`src/hdl/cctc_pkg.sv`:
```
package cctc_pkg;
  // Clock and timing base
  localparam int CLK_PERIOD_NS = 25;
  localparam int MS_TICK_NS = 1000000;
  localparam int MS_TICK_CYC = MS_TICK_NS / CLK_PERIOD_NS;
  localparam int BIT_PERIOD_NS = 1000;
  localparam int BIT_CYC = (BIT_PERIOD_NS + CLK_PERIOD_NS - 1) / CLK_PERIOD_NS;
  localparam int GAP_STEP_NS = 250;
  localparam int GAP_STEP_CYC = (GAP_STEP_NS + CLK_PERIOD_NS - 1) / CLK_PERIOD_NS;
  // Silence timeout durations, each in its own unit
  localparam int TMO1_MS = 100;
  localparam int TMO2_S = 2;
  localparam int TMO3_S = 10;
  localparam int TMO4_MIN = 1;
  localparam int TMO5_MIN = 10;
  localparam int TMO6_MIN = 30;
  localparam int TMO7_HR = 1;
  localparam int MS_PER_S = 1000;
  localparam int MS_PER_MIN = 60000;
  localparam int MS_PER_HR = 3600000;
  localparam logic [2:0] SEL_OFF = 3'h0;
  // Register indices; byte address is four times the index
  localparam logic [15:0] IDX_WDOG = 16'h0019;
  localparam logic [15:0] IDX_HOLD = 16'h001A;
  localparam logic [15:0] IDX_GAP = 16'h0029;
  localparam logic [15:0] IDX_BBP = 16'h002A;
  localparam logic [15:0] IDX_ROLE = 16'h0308;
  localparam logic [15:0] IDX_STAT = 16'h0400;
  localparam logic [15:0] IDX_MASK = 16'h0401;
  localparam logic [7:0] RST_REG8 = 8'h00;
  // Field positions and masks
  localparam int WDOG_SHORT_LSB = 4;
  localparam int WDOG_ACT_BIT = 3;
  localparam int WDOG_LONG_LSB = 0;
  localparam int ROLE_STACK_BIT = 1;
  localparam int ROLE_TOP_BIT = 0;
  localparam logic [7:0] ROLE_WMASK = 8'h03;
  localparam int STAT_FAULT_BIT = 0;
  localparam int STAT_LONG_BIT = 1;
  localparam logic [7:0] STAT_WMASK = 8'h03;
  localparam logic [4:0] BB_NONE = 5'h00;
  localparam logic [4:0] BB_LAST_MID = 5'h0F;
  localparam logic [4:0] BB_TOP_CODE = 5'h10;
  localparam logic [4:0] BB_TOP_CELL = 5'h10;
  localparam logic [1:0] RESP_OKAY = 2'h0;
  localparam logic [1:0] RESP_SLVERR = 2'h2;

  function automatic logic [21:0] cctc_sel_to_ms(input logic [2:0] sel);
    case (sel)
      3'h1: return 22'(TMO1_MS);
      3'h2: return 22'(TMO2_S * MS_PER_S);
      3'h3: return 22'(TMO3_S * MS_PER_S);
      3'h4: return 22'(TMO4_MIN * MS_PER_MIN);
      3'h5: return 22'(TMO5_MIN * MS_PER_MIN);
      3'h6: return 22'(TMO6_MIN * MS_PER_MIN);
      3'h7: return 22'(TMO7_HR * MS_PER_HR);
      default: return 22'h000000;
    endcase
  endfunction

  function automatic logic cctc_hit(input logic [15:0] a, input logic [15:0] idx);
    return a == {idx[13:0], 2'h0};
  endfunction
endpackage

```
`src/hdl/cctc_ifs.sv`:
```
interface cctc_tmr_if;
  logic tick;
  logic restart;
  logic [2:0] sel;
  logic expire;
  modport ctrl(output tick, output restart, output sel, input expire);
  modport tmr(input tick, input restart, input sel, output expire);
endinterface

interface cctc_pace_if;
  logic start;
  logic [15:0] limit;
  logic done;
  modport ctrl(output start, output limit, input done);
  modport pace(input start, input limit, output done);
endinterface

```
`src/hdl/cctc_silence_timer.sv`:
```
module cctc_silence_timer import cctc_pkg::*; (
  // Clock and reset
  input wire logic clk_in,
  input wire logic rst_in,
  // Control side
  cctc_tmr_if.tmr tif
);
  typedef struct packed {
    logic run;
    logic [21:0] ms_cnt;
    logic expire;
  } cctc_tmr_state_type;

  cctc_tmr_state_type q, d;

  always_comb begin
    d = q;
    d.expire = 1'b0;
    if (tif.sel == SEL_OFF) begin
      d.run = 1'b0;
      d.ms_cnt = '0;
    end else if (tif.restart) begin
      d.run = 1'b1;
      d.ms_cnt = '0;
    end else if (q.run && tif.tick) begin
      if (q.ms_cnt + 22'h000001 >= cctc_sel_to_ms(tif.sel)) begin
        d.expire = 1'b1;
        d.run = 1'b0;
      end else begin
        d.ms_cnt = q.ms_cnt + 22'h000001;
      end
    end
  end

  always_ff @(posedge clk_in or posedge rst_in) begin
    if (rst_in) begin
      q <= '0;
    end else begin
      q <= d;
    end
  end

  assign tif.expire = q.expire;
endmodule

```
`src/hdl/cctc_pacer.sv`:
```
module cctc_pacer import cctc_pkg::*; (
  // Clock and reset
  input wire logic clk_in,
  input wire logic rst_in,
  // Control side
  cctc_pace_if.pace pif
);
  typedef struct packed {
    logic busy;
    logic [15:0] cnt;
    logic done;
  } cctc_pace_state_type;

  cctc_pace_state_type q, d;

  // A new start restarts a countdown already running
  always_comb begin
    d = q;
    d.done = 1'b0;
    if (pif.start) begin
      d.busy = 1'b1;
      d.cnt = pif.limit;
    end else if (q.busy) begin
      if (q.cnt == 16'h0000) begin
        d.busy = 1'b0;
        d.done = 1'b1;
      end else begin
        d.cnt = q.cnt - 16'h0001;
      end
    end
  end

  always_ff @(posedge clk_in or posedge rst_in) begin
    if (rst_in) begin
      q <= '0;
    end else begin
      q <= d;
    end
  end

  assign pif.done = q.done;
endmodule

```
`src/hdl/cctc_top.sv`:
```
// The AXI4-Lite slave port was chosen for this implementation.
module cctc_top import cctc_pkg::*; #(
  parameter int MS_TICK_CYCLES = MS_TICK_CYC
) (
  // Clock and reset
  input wire logic REF_CLK_IN,
  input wire logic RST_IN,
  // AXI4-Lite write channels
  input wire logic [15:0] AXI_AWADDR_IN,
  input wire logic AXI_AWVALID_IN,
  output logic AXI_AWREADY_OUT,
  input wire logic [31:0] AXI_WDATA_IN,
  input wire logic [3:0] AXI_WSTRB_IN,
  input wire logic AXI_WVALID_IN,
  output logic AXI_WREADY_OUT,
  output logic [1:0] AXI_BRESP_OUT,
  output logic AXI_BVALID_OUT,
  input wire logic AXI_BREADY_IN,
  // AXI4-Lite read channels
  input wire logic [15:0] AXI_ARADDR_IN,
  input wire logic AXI_ARVALID_IN,
  output logic AXI_ARREADY_OUT,
  output logic [31:0] AXI_RDATA_OUT,
  output logic [1:0] AXI_RRESP_OUT,
  output logic AXI_RVALID_OUT,
  input wire logic AXI_RREADY_IN,
  // Communication events
  input wire logic COMM_VALID_IN,
  input wire logic CMD_STOP_IN,
  input wire logic BYTE_DONE_IN,
  // Frame pacing
  output logic RESP_START_OUT,
  output logic BYTE_GO_OUT,
  // Power requests and fault
  output logic SLEEP_REQ_OUT,
  output logic SHUTDOWN_REQ_OUT,
  output logic COMM_TIMEOUT_FAULT_OUT,
  // Busbar placement for the measurement path
  output logic BB_IN_USE_OUT,
  output logic BB_TOP_OUT,
  output logic [4:0] BB_POS_CELL_OUT,
  output logic [4:0] BB_NEG_VC_OUT,
  // Chain role
  output logic STACK_DEV_OUT,
  output logic CHAIN_TOP_OUT,
  // Interrupt
  output logic IRQ_OUT
);
  typedef struct packed {
    logic aw_have;
    logic [15:0] aw_addr;
    logic w_have;
    logic [7:0] w_byte;
    logic w_strb0;
    logic awready;
    logic wready;
    logic bvalid;
    logic [1:0] bresp;
    logic arready;
    logic rvalid;
    logic [31:0] rdata;
    logic [1:0] rresp;
    logic [7:0] wdog;
    logic [7:0] hold;
    logic [7:0] gap;
    logic [7:0] busbar_pos_input;
    logic [7:0] role;
    logic [7:0] stat;
    logic [7:0] mask;
    logic [15:0] tick_cnt;
    logic tick;
    logic restart;
    logic sleep_req;
    logic shut_req;
    logic irq;
    logic bb_use;
    logic bb_top;
    logic [4:0] bb_pos;
    logic [4:0] bb_neg;
  } cctc_top_state_type;

  cctc_top_state_type q, d;

  cctc_tmr_if t_short();
  cctc_tmr_if t_long();
  cctc_pace_if p_hold();
  cctc_pace_if p_gap();

  // Timers see the registered tick and restart pulse
  assign t_short.tick = q.tick;
  assign t_short.restart = q.restart;
  assign t_short.sel = q.wdog[WDOG_SHORT_LSB +: 3];
  assign t_long.tick = q.tick;
  assign t_long.restart = q.restart;
  assign t_long.sel = q.wdog[WDOG_LONG_LSB +: 3];

  assign p_hold.start = CMD_STOP_IN;
  assign p_hold.limit = 16'(q.hold) * 16'(BIT_CYC);
  assign p_gap.start = BYTE_DONE_IN;
  assign p_gap.limit = 16'(q.gap[5:0]) * 16'(GAP_STEP_CYC);

  cctc_silence_timer u_short (
    .clk_in(REF_CLK_IN),
    .rst_in(RST_IN),
    .tif(t_short)
  );

  cctc_silence_timer u_long (
    .clk_in(REF_CLK_IN),
    .rst_in(RST_IN),
    .tif(t_long)
  );

  cctc_pacer u_hold (
    .clk_in(REF_CLK_IN),
    .rst_in(RST_IN),
    .pif(p_hold)
  );

  cctc_pacer u_gap (
    .clk_in(REF_CLK_IN),
    .rst_in(RST_IN),
    .pif(p_gap)
  );

  always_comb begin
    logic [7:0] wb;
    logic [7:0] clr;
    logic [7:0] set;
    logic [7:0] rd;
    logic act;
    logic [4:0] busbar_loc_code;
    wb = q.w_byte;
    clr = 8'h00;
    set = 8'h00;
    rd = 8'h00;
    act = q.wdog[WDOG_ACT_BIT];
    busbar_loc_code = q.busbar_pos_input[4:0];
    d = q;
    d.tick = 1'b0;
    d.restart = COMM_VALID_IN;
    d.sleep_req = 1'b0;
    d.shut_req = 1'b0;
    // Millisecond time base for the silence timers
    if (q.tick_cnt == 16'(MS_TICK_CYCLES - 1)) begin
      d.tick_cnt = 16'h0000;
      d.tick = 1'b1;
    end else begin
      d.tick_cnt = q.tick_cnt + 16'h0001;
    end
    // Write address and data are taken independently
    if (AXI_AWVALID_IN && q.awready) begin
      d.aw_have = 1'b1;
      d.aw_addr = AXI_AWADDR_IN;
    end
    if (AXI_WVALID_IN && q.wready) begin
      d.w_have = 1'b1;
      d.w_byte = AXI_WDATA_IN[7:0];
      d.w_strb0 = AXI_WSTRB_IN[0];
    end
    if (q.bvalid && AXI_BREADY_IN) begin
      d.bvalid = 1'b0;
    end
    if (q.aw_have && q.w_have && !q.bvalid) begin
      d.aw_have = 1'b0;
      d.w_have = 1'b0;
      d.bvalid = 1'b1;
      d.bresp = RESP_OKAY;
      if (cctc_hit(q.aw_addr, IDX_WDOG)) begin
        if (q.w_strb0) begin
          d.wdog = wb;
          d.restart = 1'b1;
        end
      end else if (cctc_hit(q.aw_addr, IDX_HOLD)) begin
        if (q.w_strb0) begin
          d.hold = wb;
        end
      end else if (cctc_hit(q.aw_addr, IDX_GAP)) begin
        if (q.w_strb0) begin
          d.gap = wb;
        end
      end else if (cctc_hit(q.aw_addr, IDX_BBP)) begin
        if (q.w_strb0) begin
          d.busbar_pos_input = wb;
        end
      end else if (cctc_hit(q.aw_addr, IDX_ROLE)) begin
        if (q.w_strb0) begin
          d.role = wb & ROLE_WMASK;
        end
      end else if (cctc_hit(q.aw_addr, IDX_STAT)) begin
        if (q.w_strb0) begin
          clr = wb & STAT_WMASK;
        end
      end else if (cctc_hit(q.aw_addr, IDX_MASK)) begin
        if (q.w_strb0) begin
          d.mask = wb & STAT_WMASK;
        end
      end else begin
        d.bresp = RESP_SLVERR;
      end
    end
    // Timer expiry; a new event wins over a same-cycle clear
    set[STAT_FAULT_BIT] = t_short.expire || (t_long.expire && !act);
    set[STAT_LONG_BIT] = t_long.expire;
    d.stat = (q.stat & ~clr) | set;
    d.sleep_req = t_long.expire && !act;
    d.shut_req = t_long.expire && act;
    d.irq = |(d.stat & d.mask);
    // Read channel
    if (q.rvalid && AXI_RREADY_IN) begin
      d.rvalid = 1'b0;
    end
    if (AXI_ARVALID_IN && q.arready) begin
      d.rvalid = 1'b1;
      d.rresp = RESP_OKAY;
      if (cctc_hit(AXI_ARADDR_IN, IDX_WDOG)) begin
        rd = q.wdog;
      end else if (cctc_hit(AXI_ARADDR_IN, IDX_HOLD)) begin
        rd = q.hold;
      end else if (cctc_hit(AXI_ARADDR_IN, IDX_GAP)) begin
        rd = q.gap;
      end else if (cctc_hit(AXI_ARADDR_IN, IDX_BBP)) begin
        rd = q.busbar_pos_input;
      end else if (cctc_hit(AXI_ARADDR_IN, IDX_ROLE)) begin
        rd = q.role;
      end else if (cctc_hit(AXI_ARADDR_IN, IDX_STAT)) begin
        rd = q.stat;
      end else if (cctc_hit(AXI_ARADDR_IN, IDX_MASK)) begin
        rd = q.mask;
      end else begin
        d.rresp = RESP_SLVERR;
      end
      d.rdata = {24'h000000, rd};
    end
    d.awready = !d.aw_have && !d.bvalid;
    d.wready = !d.w_have && !d.bvalid;
    d.arready = !d.rvalid;
    // Busbar placement, used as the common-mode reference of busbar conversions
    d.bb_use = 1'b0;
    d.bb_top = 1'b0;
    d.bb_pos = BB_NONE;
    d.bb_neg = BB_NONE;
    if (busbar_loc_code != BB_NONE && busbar_loc_code <= BB_LAST_MID) begin
      d.bb_use = 1'b1;
      d.bb_pos = busbar_loc_code + 5'h01;
      d.bb_neg = busbar_loc_code;
    end else if (busbar_loc_code == BB_TOP_CODE) begin
      d.bb_use = 1'b1;
      d.bb_top = 1'b1;
      d.bb_pos = BB_TOP_CELL;
      d.bb_neg = BB_TOP_CELL;
    end
  end

  always_ff @(posedge REF_CLK_IN or posedge RST_IN) begin
    if (RST_IN) begin
      q <= '0;
      q.wdog <= RST_REG8;
      q.hold <= RST_REG8;
      q.gap <= RST_REG8;
      q.busbar_pos_input <= RST_REG8;
      q.role <= RST_REG8;
      q.stat <= RST_REG8;
      q.mask <= RST_REG8;
    end else begin
      q <= d;
    end
  end

  assign AXI_AWREADY_OUT = q.awready;
  assign AXI_WREADY_OUT = q.wready;
  assign AXI_BRESP_OUT = q.bresp;
  assign AXI_BVALID_OUT = q.bvalid;
  assign AXI_ARREADY_OUT = q.arready;
  assign AXI_RDATA_OUT = q.rdata;
  assign AXI_RRESP_OUT = q.rresp;
  assign AXI_RVALID_OUT = q.rvalid;
  assign RESP_START_OUT = p_hold.done;
  assign BYTE_GO_OUT = p_gap.done;
  assign SLEEP_REQ_OUT = q.sleep_req;
  assign SHUTDOWN_REQ_OUT = q.shut_req;
  assign COMM_TIMEOUT_FAULT_OUT = q.stat[STAT_FAULT_BIT];
  assign BB_IN_USE_OUT = q.bb_use;
  assign BB_TOP_OUT = q.bb_top;
  assign BB_POS_CELL_OUT = q.bb_pos;
  assign BB_NEG_VC_OUT = q.bb_neg;
  assign STACK_DEV_OUT = q.role[ROLE_STACK_BIT];
  assign CHAIN_TOP_OUT = q.role[ROLE_TOP_BIT];
  assign IRQ_OUT = q.irq;
endmodule

```
`config.mk`:
```
export PLATFORM = sky130hd
export DESIGN_NAME = cctc_top
export DESIGN_NICKNAME = d
export VERILOG_FILES = /design/src/hdl/cctc_pkg.sv /design/src/hdl/cctc_ifs.sv /design/src/hdl/cctc_silence_timer.sv /design/src/hdl/cctc_pacer.sv /design/src/hdl/cctc_top.sv
export SDC_FILE = /design/constraint.sdc
export NUM_CORES = 1
export LEC_CHECK = 0
export BUFFER_PORTS_ARGS = -buffer_cell sky130_fd_sc_hd__buf_2
export CAP_MARGIN = 20
export CELL_PAD_IN_SITES_DETAIL_PLACEMENT = 1
export CELL_PAD_IN_SITES_GLOBAL_PLACEMENT = 1
export CORE_AREA = 3 3 162 164
export CTS_CLUSTER_SIZE = 24
export DETAILED_ROUTE_END_ITERATION = 10
export DIE_AREA = 0 0 165 167
export PLACE_DENSITY = 0.86
export SLEW_MARGIN = 25
export SYNTH_ARGS = -nofsm -noshare
export SYNTH_HDL_FRONTEND = slang
export SYNTH_SLANG_ARGS = --single-unit
export TNS_END_PERCENT = 100
```
`constraint.sdc`:
```
create_clock -name REF_CLK_IN -period 8.1 [get_ports REF_CLK_IN]
set_clock_uncertainty 0.15 [all_clocks]
set_input_delay 2.025 -clock REF_CLK_IN [delete_from_list [all_inputs] [get_ports REF_CLK_IN]]
set_output_delay 2.025 -clock REF_CLK_IN [all_outputs]
set_load 0.02 [all_outputs]
```
== Word level (Yosys, flattened, before mapping) ==
Index checks and enable logic that the tools add are counted.

* Add/sub/neg operators: 6
* Multipliers: 2
* $lt $le $gt $ge: 3
* Equal/unequal tests: 34
* Muxes and demuxes: 91
* Bitwise logic cells: 8
* Reduce and logical (&&, ||, !) cells: 44

{| class="wikitable"
|+ Operators by type and width
! kind !! number
|-
| 22-bit one-hot mux with 7 select lines || 2
|-
| 22-bit two-way mux || 8
|-
| 8-bit two-way mux || 16
|-
| 23-bit two-way mux || 4
|-
| 16-bit by 13-bit equality test with 1-bit output (second input constant) || 4
|-
| 16-bit by 7-bit equality test with 1-bit output (second input constant) || 4
|-
| 16-bit by 8-bit equality test with 1-bit output (second input constant) || 4
|-
| 17-bit two-way mux || 3
|-
| 16-bit two-way mux || 3
|-
| 24-bit two-way mux || 2
|-
| 22-bit by 1-bit adder with 22-bit output (second input constant) || 2
|-
| 22-bit greater-or-equal comparator || 2
|-
| 2-bit two-way mux || 22
|-
| 18-bit two-way mux || 2
|-
| 35-bit two-way mux || 1
|-
| 16-bit by 12-bit equality test with 1-bit output (second input constant) || 2
|-
| 16-bit zero test || 2
|-
| 16-bit by 1-bit subtractor with 16-bit output (second input constant) || 2
|-
| 3-bit equality test (second input constant) || 8
|-
| 1-bit two-way mux || 24
|-
| 10-bit two-way mux || 2
|-
| 16-bit by 1-bit adder with 16-bit output (second input constant) || 1
|-
| 8-bit bitwise AND || 2
|-
| 16-bit equality test (second input constant) || 1
|-
| other kinds (28) || 65
|}

* Flip-flop bits (word level): 211
* Output and inout bits: 61
* Word-level logic and storage cells: 230

== Logic depth before layout (Yosys ltp) ==
* Depth in word-level cells: 13
* Mapped depth: 17
* Mapped depth without buffers: 15

== Cells and area by module ==
From an unflattened synthesis, not the netlist that was laid out.

* Cells, all modules: 1257
* Area, all modules: 12244.2 µm²

{| class="wikitable"
|+ Modules (own cells, without submodules)
! module !! times used !! cells an instance !! area each (µm²) !! seq. area each (µm²)
|-
| cctc_top || 1 || 497 || 5718.0 || 2802.7
|-
| cctc_silence_timer || 2 || 248 || 2104.5 || 600.6
|-
| cctc_pacer || 2 || 132 || 1158.6 || 450.4
|}

== Worst setup path after synthesis ==
OpenSTA, ideal clock, no wires.

* Kind: input to register
* Start: in AXI_ARADDR_IN[11]
* End: reg q (netlist bit AXI_RDATA_OUT[7])
* Arrival: 3.593 ns
* Required time: 7.854 ns
* Slack: 4.262 ns
* Stages on the path: 5
* Path buffers: 0
* Cell sequence: nor4_1 -> nand3_1 -> nor3_1 -> a221oi_1 -> o31ai_1

* Longest elaborated chain between the ends: 8
* Elaborated cells between the ends (all ways): 14
* Those cells by class: 7 x eq/ne; 7 x mux

{| class="wikitable"
|+ Ends and longest elaborated chain
! element !! RTL line !! source
|-
| start: declaration || cctc_top.sv:20 || <nowiki>input wire logic [15:0] AXI_ARADDR_IN,</nowiki>
|-
| 16-bit by 13-bit equality test with 1-bit output || cctc_pkg.sv:62 || <nowiki>return a == {idx[13:0], 2'h0};</nowiki>
|-
| 8-bit two-way mux || cctc_top.sv:228 || <nowiki>end else if (cctc_hit(AXI_ARADDR_IN, IDX_MASK)) begin</nowiki>
|-
| 8-bit two-way mux || cctc_top.sv:226 || <nowiki>end else if (cctc_hit(AXI_ARADDR_IN, IDX_STAT)) begin</nowiki>
|-
| 8-bit two-way mux || cctc_top.sv:224 || <nowiki>end else if (cctc_hit(AXI_ARADDR_IN, IDX_ROLE)) begin</nowiki>
|-
| 8-bit two-way mux || cctc_top.sv:222 || <nowiki>end else if (cctc_hit(AXI_ARADDR_IN, IDX_BBP)) begin</nowiki>
|-
| 8-bit two-way mux || cctc_top.sv:220 || <nowiki>end else if (cctc_hit(AXI_ARADDR_IN, IDX_GAP)) begin</nowiki>
|-
| 8-bit two-way mux || cctc_top.sv:218 || <nowiki>end else if (cctc_hit(AXI_ARADDR_IN, IDX_HOLD)) begin</nowiki>
|-
| 8-bit two-way mux * || cctc_top.sv:216 || <nowiki>if (cctc_hit(AXI_ARADDR_IN, IDX_WDOG)) begin</nowiki>
|-
| end: declaration || cctc_top.sv:82 || <nowiki>cctc_top_state_type q, d;</nowiki>
|}

Mark *: on every way between the ends. The rest lies on a longest branch, timed or not.
A chain may end at the register's enable or synchronous reset.

== Worst setup path in the final report ==
* Start: reg u_long.q[8] (netlist bit)
* End: reg u_long.q[22] (netlist bit)

* Longest elaborated chain between the ends: 5
* Elaborated cells between the ends (all ways): 8
* Those cells by class: 1 x add/sub; 1 x order compare; 1 x eq/ne; 4 x mux; 1 x reduce/logical

{| class="wikitable"
|+ Ends and longest elaborated chain
! element !! RTL line !! source
|-
| start: declaration || cctc_silence_timer.sv:14 || <nowiki>cctc_tmr_state_type q, d;</nowiki>
|-
| start signal: assignment || cctc_silence_timer.sv:37 || <nowiki>q <= '0;</nowiki>
|-
| start signal: assignment || cctc_silence_timer.sv:39 || <nowiki>q <= d;</nowiki>
|-
| 22-bit by 1-bit adder with 22-bit output * || cctc_silence_timer.sv:26, cctc_silence_timer.sv:30 ||
|-
| parallel branches: the longest is 4 deep, another holds 22-bit greater-or-equal comparator || -- ||
|}

Mark *: on every way between the ends. The select of a mux whose other input is x is not followed.

==> results.cfg <==
[grt]
grt_pass1_vias = 9805
antenna_found_initial = 1
grt_overflow = 0
grt_usage_pct = 22.8
grt_max_degree = 133
grt_pass1_wl_um = 50500

[final_layout]
layout.cells.non_filler = 1566
final_util_pct = 50.3
multi_input_area_um2 = 6080
nets = 1370
register_area_um2 = 4900
stdcell_area_um2 = 12600
fillers = 2840
drive_gt1_share_pct = 17.7
syn_to_final_growth_pct = 9.73

[route]
wire_per_inst_um = 19.7
drc = 0
met3_wirelength_um = 1250
drtAntennaViolNets = 0
dr.pass1.iters = 5
route.met2.wl_um = 16100
met1_length_um = 12700
via_per_inst = 5.72
highest_layer = met4
vias = 8964
first_iter_violations = 639
routed_wl_um = 30800

[sta]
finalCritPeriodShare_pct = 60.7
tns_ns = 0
setup_viol = 0
rsz0062_at_grt = false
min_period_ns = 4.91
slew_violations = 0
fmax_ghz = 0.204
hold_ws_ns = 0.342
relSlewSlack_pct = 27.3
setup_ws_ns = 3.19
worst_pin_slew_ns = 1.08
report.final.hold_viol_count = 0

[synth]
ys_seq_area_share_pct = 42.7
yosys_warnings = 0
syn_area_um2 = 11500
syn_avg_cell_area_um2 = 9.77
synthArstFlopShare_pct = 100
synth.distinct_cells = 65
ys_seq_elements = 196
syn_inst = 1174
ys.flop_type = dfrtp_1
synth_edf_count = 0

[clock_network]
cts_sinks = 196
root_buffer = clkbuf_16
postCtsHoldBufs = 0
cts_resized = 0
cts_tree = yes
cts_made_buffers = 17
htreeDepth = 4
cts_setup_buffers = 0
cts.clk_slew.worst_paths_ns = 0.08
clk_path_buf_depth = 2
clock_latency_ns = 0.45

[pwr]
leakagePower_nw = 5.87
finalPower_mw = 2.78
powerDensity_nw_per_um2 = 221
ir_drop_v = 0.000114

[status]
status = completed

[critical_path]
arrival_ns = 5.14
critPathKind = flip-flop to flip-flop
critPathMaxStageDelay_ns = 0.65
crit_chain = and3_1, nand4_1, nor3_1, nand3_1, xnor2_1, ha_1, o21ai_0, a21oi_1, a22oi_1, nand3_1, or2_1, or4_2, nand2_1
worst_setup_path_start_kind = flip-flop
cpMostUsedCell = nand3_1
crit_required_ns = 8.33
worstPathMaxFanout = 16
slowest_stage = or4_2
cp-end-kind = flip-flop

[floorplan]
die-area_um2 = 27600
die-width_um = 165
core_um2 = 25000
rows = 58
io_pins = 139
die_h_um = 167
start_util_pct = 45.8

[min_path]
hp-class = flip-flop to flip-flop

[job]
drv_cap = 0

[place]
pre_cts_ws_ns = 3.23
dp_hpwl_um = 21300
dpl.cell_count = 1532
place_area_um2 = 11900
portBuffers = 85
gp_congestion = 0.822
==> final timing paths <==
path	start	end	slack (ns)	depth (start not counted)
hold reg to reg	q[17]	q[17]	0.34	1
setup reg to reg	u_long.q[8]	u_long.q[22]	3.19	13
setup / recovery	u_long.q[8]	u_long.q[22]	3.19	13
min in group asynchronous	RST_IN	u_short.q[10]	1.43	2
max in group asynchronous	RST_IN	BB_NEG_VC_OUT[3]	4.80	4
hold / removal	q[17]	q[17]	0.34	1
==> layout by cell type (no fill, tap or decap), drive strengths merged, types with 9 or more instances in the layout <==
| cell type | netlist | final |
|---|---|---|
| nor4b | 9 | 9 |
| nor3 | 46 | 46 |
| a31o | 10 | 10 |
| a21oi | 57 | 57 |
| clkbuf | 35 | 17 |
| o21ai | 35 | 35 |
| and3 | 17 | 17 |
| and2 | 16 | 16 |
| nand4 | 19 | 19 |
| nor2 | 119 | 119 |
| inv | 24 | 33 |
| mux2 | 58 | 58 |
| ha | 68 | 68 |
| dfrtp | 196 | 196 |
| nor4 | 18 | 18 |
| nand2 | 100 | 100 |
| nand2b | 10 | 10 |
| or2 | 10 | 10 |
| xor2 | 38 | 38 |
| buf | 52 | 91 |
| nand3 | 43 | 43 |
| conb | 1 | 26 |
| nor2b | 9 | 9 |
| xnor2 | 78 | 78 |
==> where the power goes <==
group          switching [mW]  leakage, nW  total (mW)  internal [mW]
Clock                   0.435        0.298       0.881          0.446
Sequential              0.172         2.61        1.29           1.12
Combinational           0.339         2.96       0.604          0.265
Total                   0.946         5.87        2.78           1.83
==> per-layer routing <==
| layer | track usage [%] | up-vias |
|---|---|---|
| met5 | 0 | - |
| met4 | 7.26 | 0 |
| met3 | 5.02 | 49 |
| met2 | 39.8 | 178 |
| met1 | 27.8 | 4569 |
| li1 | - | 4168 |
==> Yosys cell counts (4+ instances only) <==
| cell | number | area (um^2) |
|---|---|---|
| or3_1 | 7 | 43.8 |
| a31oi_1 | 5 | 31.3 |
| a21oi_1 | 56 | 280 |
| a211oi_1 | 8 | 60.1 |
| nand3_1 | 42 | 210 |
| and4_1 | 4 | 35.0 |
| mux2_2 | 58 | 653 |
| a31o_2 | 10 | 87.6 |
| or4_1 | 4 | 30.0 |
| xnor2_1 | 78 | 683 |
| xor2_1 | 38 | 333 |
| a21o_1 | 6 | 45.0 |
| and2_1 | 16 | 100 |
| nor3b_1 | 5 | 37.5 |
| nand4_1 | 19 | 119 |
| o31ai_1 | 8 | 60.1 |
| nor2b_1 | 9 | 56.3 |
| and3_1 | 17 | 106 |
| inv_1 | 24 | 90.1 |
| nand2b_1 | 10 | 62.6 |
| a221oi_1 | 6 | 52.6 |
| or2_2 | 8 | 50.1 |
| dfrtp_1 | 196 | 4900 |
| nor4_1 | 16 | 100 |
| buf_4 | 48 | 360 |
| o21ai_0 | 35 | 175 |
| nand2_1 | 100 | 375 |
| clkbuf_1 | 35 | 131 |
| a41oi_1 | 4 | 35.0 |
| ha_1 | 68 | 851 |
| nor4b_1 | 7 | 61.3 |
| o211ai_1 | 6 | 45.0 |
| nor2_1 | 116 | 435 |
| nor3_1 | 45 | 225 |
| nand3b_1 | 5 | 37.5 |
| o22ai_1 | 8 | 50.1 |
==> registers in the layout, indices dropped and copies added, names as in the netlist, 5 cells and up <==
signal           cells
BB_POS_CELL_OUT      5
u_hold.q            17
q                   78
u_short.q           23
u_long.q            23
u_gap.q             17
AXI_RDATA_OUT        8
BB_NEG_VC_OUT        5
==> layout make-up <==
type / instances / area share [%]
multi-input combinational: 892 / 48.3
sequential: 196 / 39.0
timing repair buffer: 91 / 3.90
clock buffer: 17 / 3.38
tap: 330 / 3.28
clock inverter: 15 / 1.43
inverter: 24 / 0.775
antenna: 1 / 0.0199
==> kinds of logic after synthesis <==
kind of cell / Yosys count / share of synthesized area [%]
flops: 196 / 42.7
xor+xnor: 116 / 8.86
mux: 61 / 5.95
other cells: 1 / 0.0327
simple gates: 451 / 20.0
fa+ha+maj: 70 / 7.76
buf+inv: 111 / 5.28
compound gates: 168 / 9.38
==> critical path: cells and delay by family, from the launching register on <==
| kind | cells | cell delay [ns] |
|---|---|---|
| AO/OA/AOI/OAI | 3 | 0.51 |
| AND/OR/NAND/NOR | 8 | 3.26 |
| adder cells (fa/ha/maj) | 1 | 0.31 |
| XOR/XNOR | 1 | 0.18 |
| flip-flops | 1 | 0.44 |
Power figures use the tool's default switching activity.
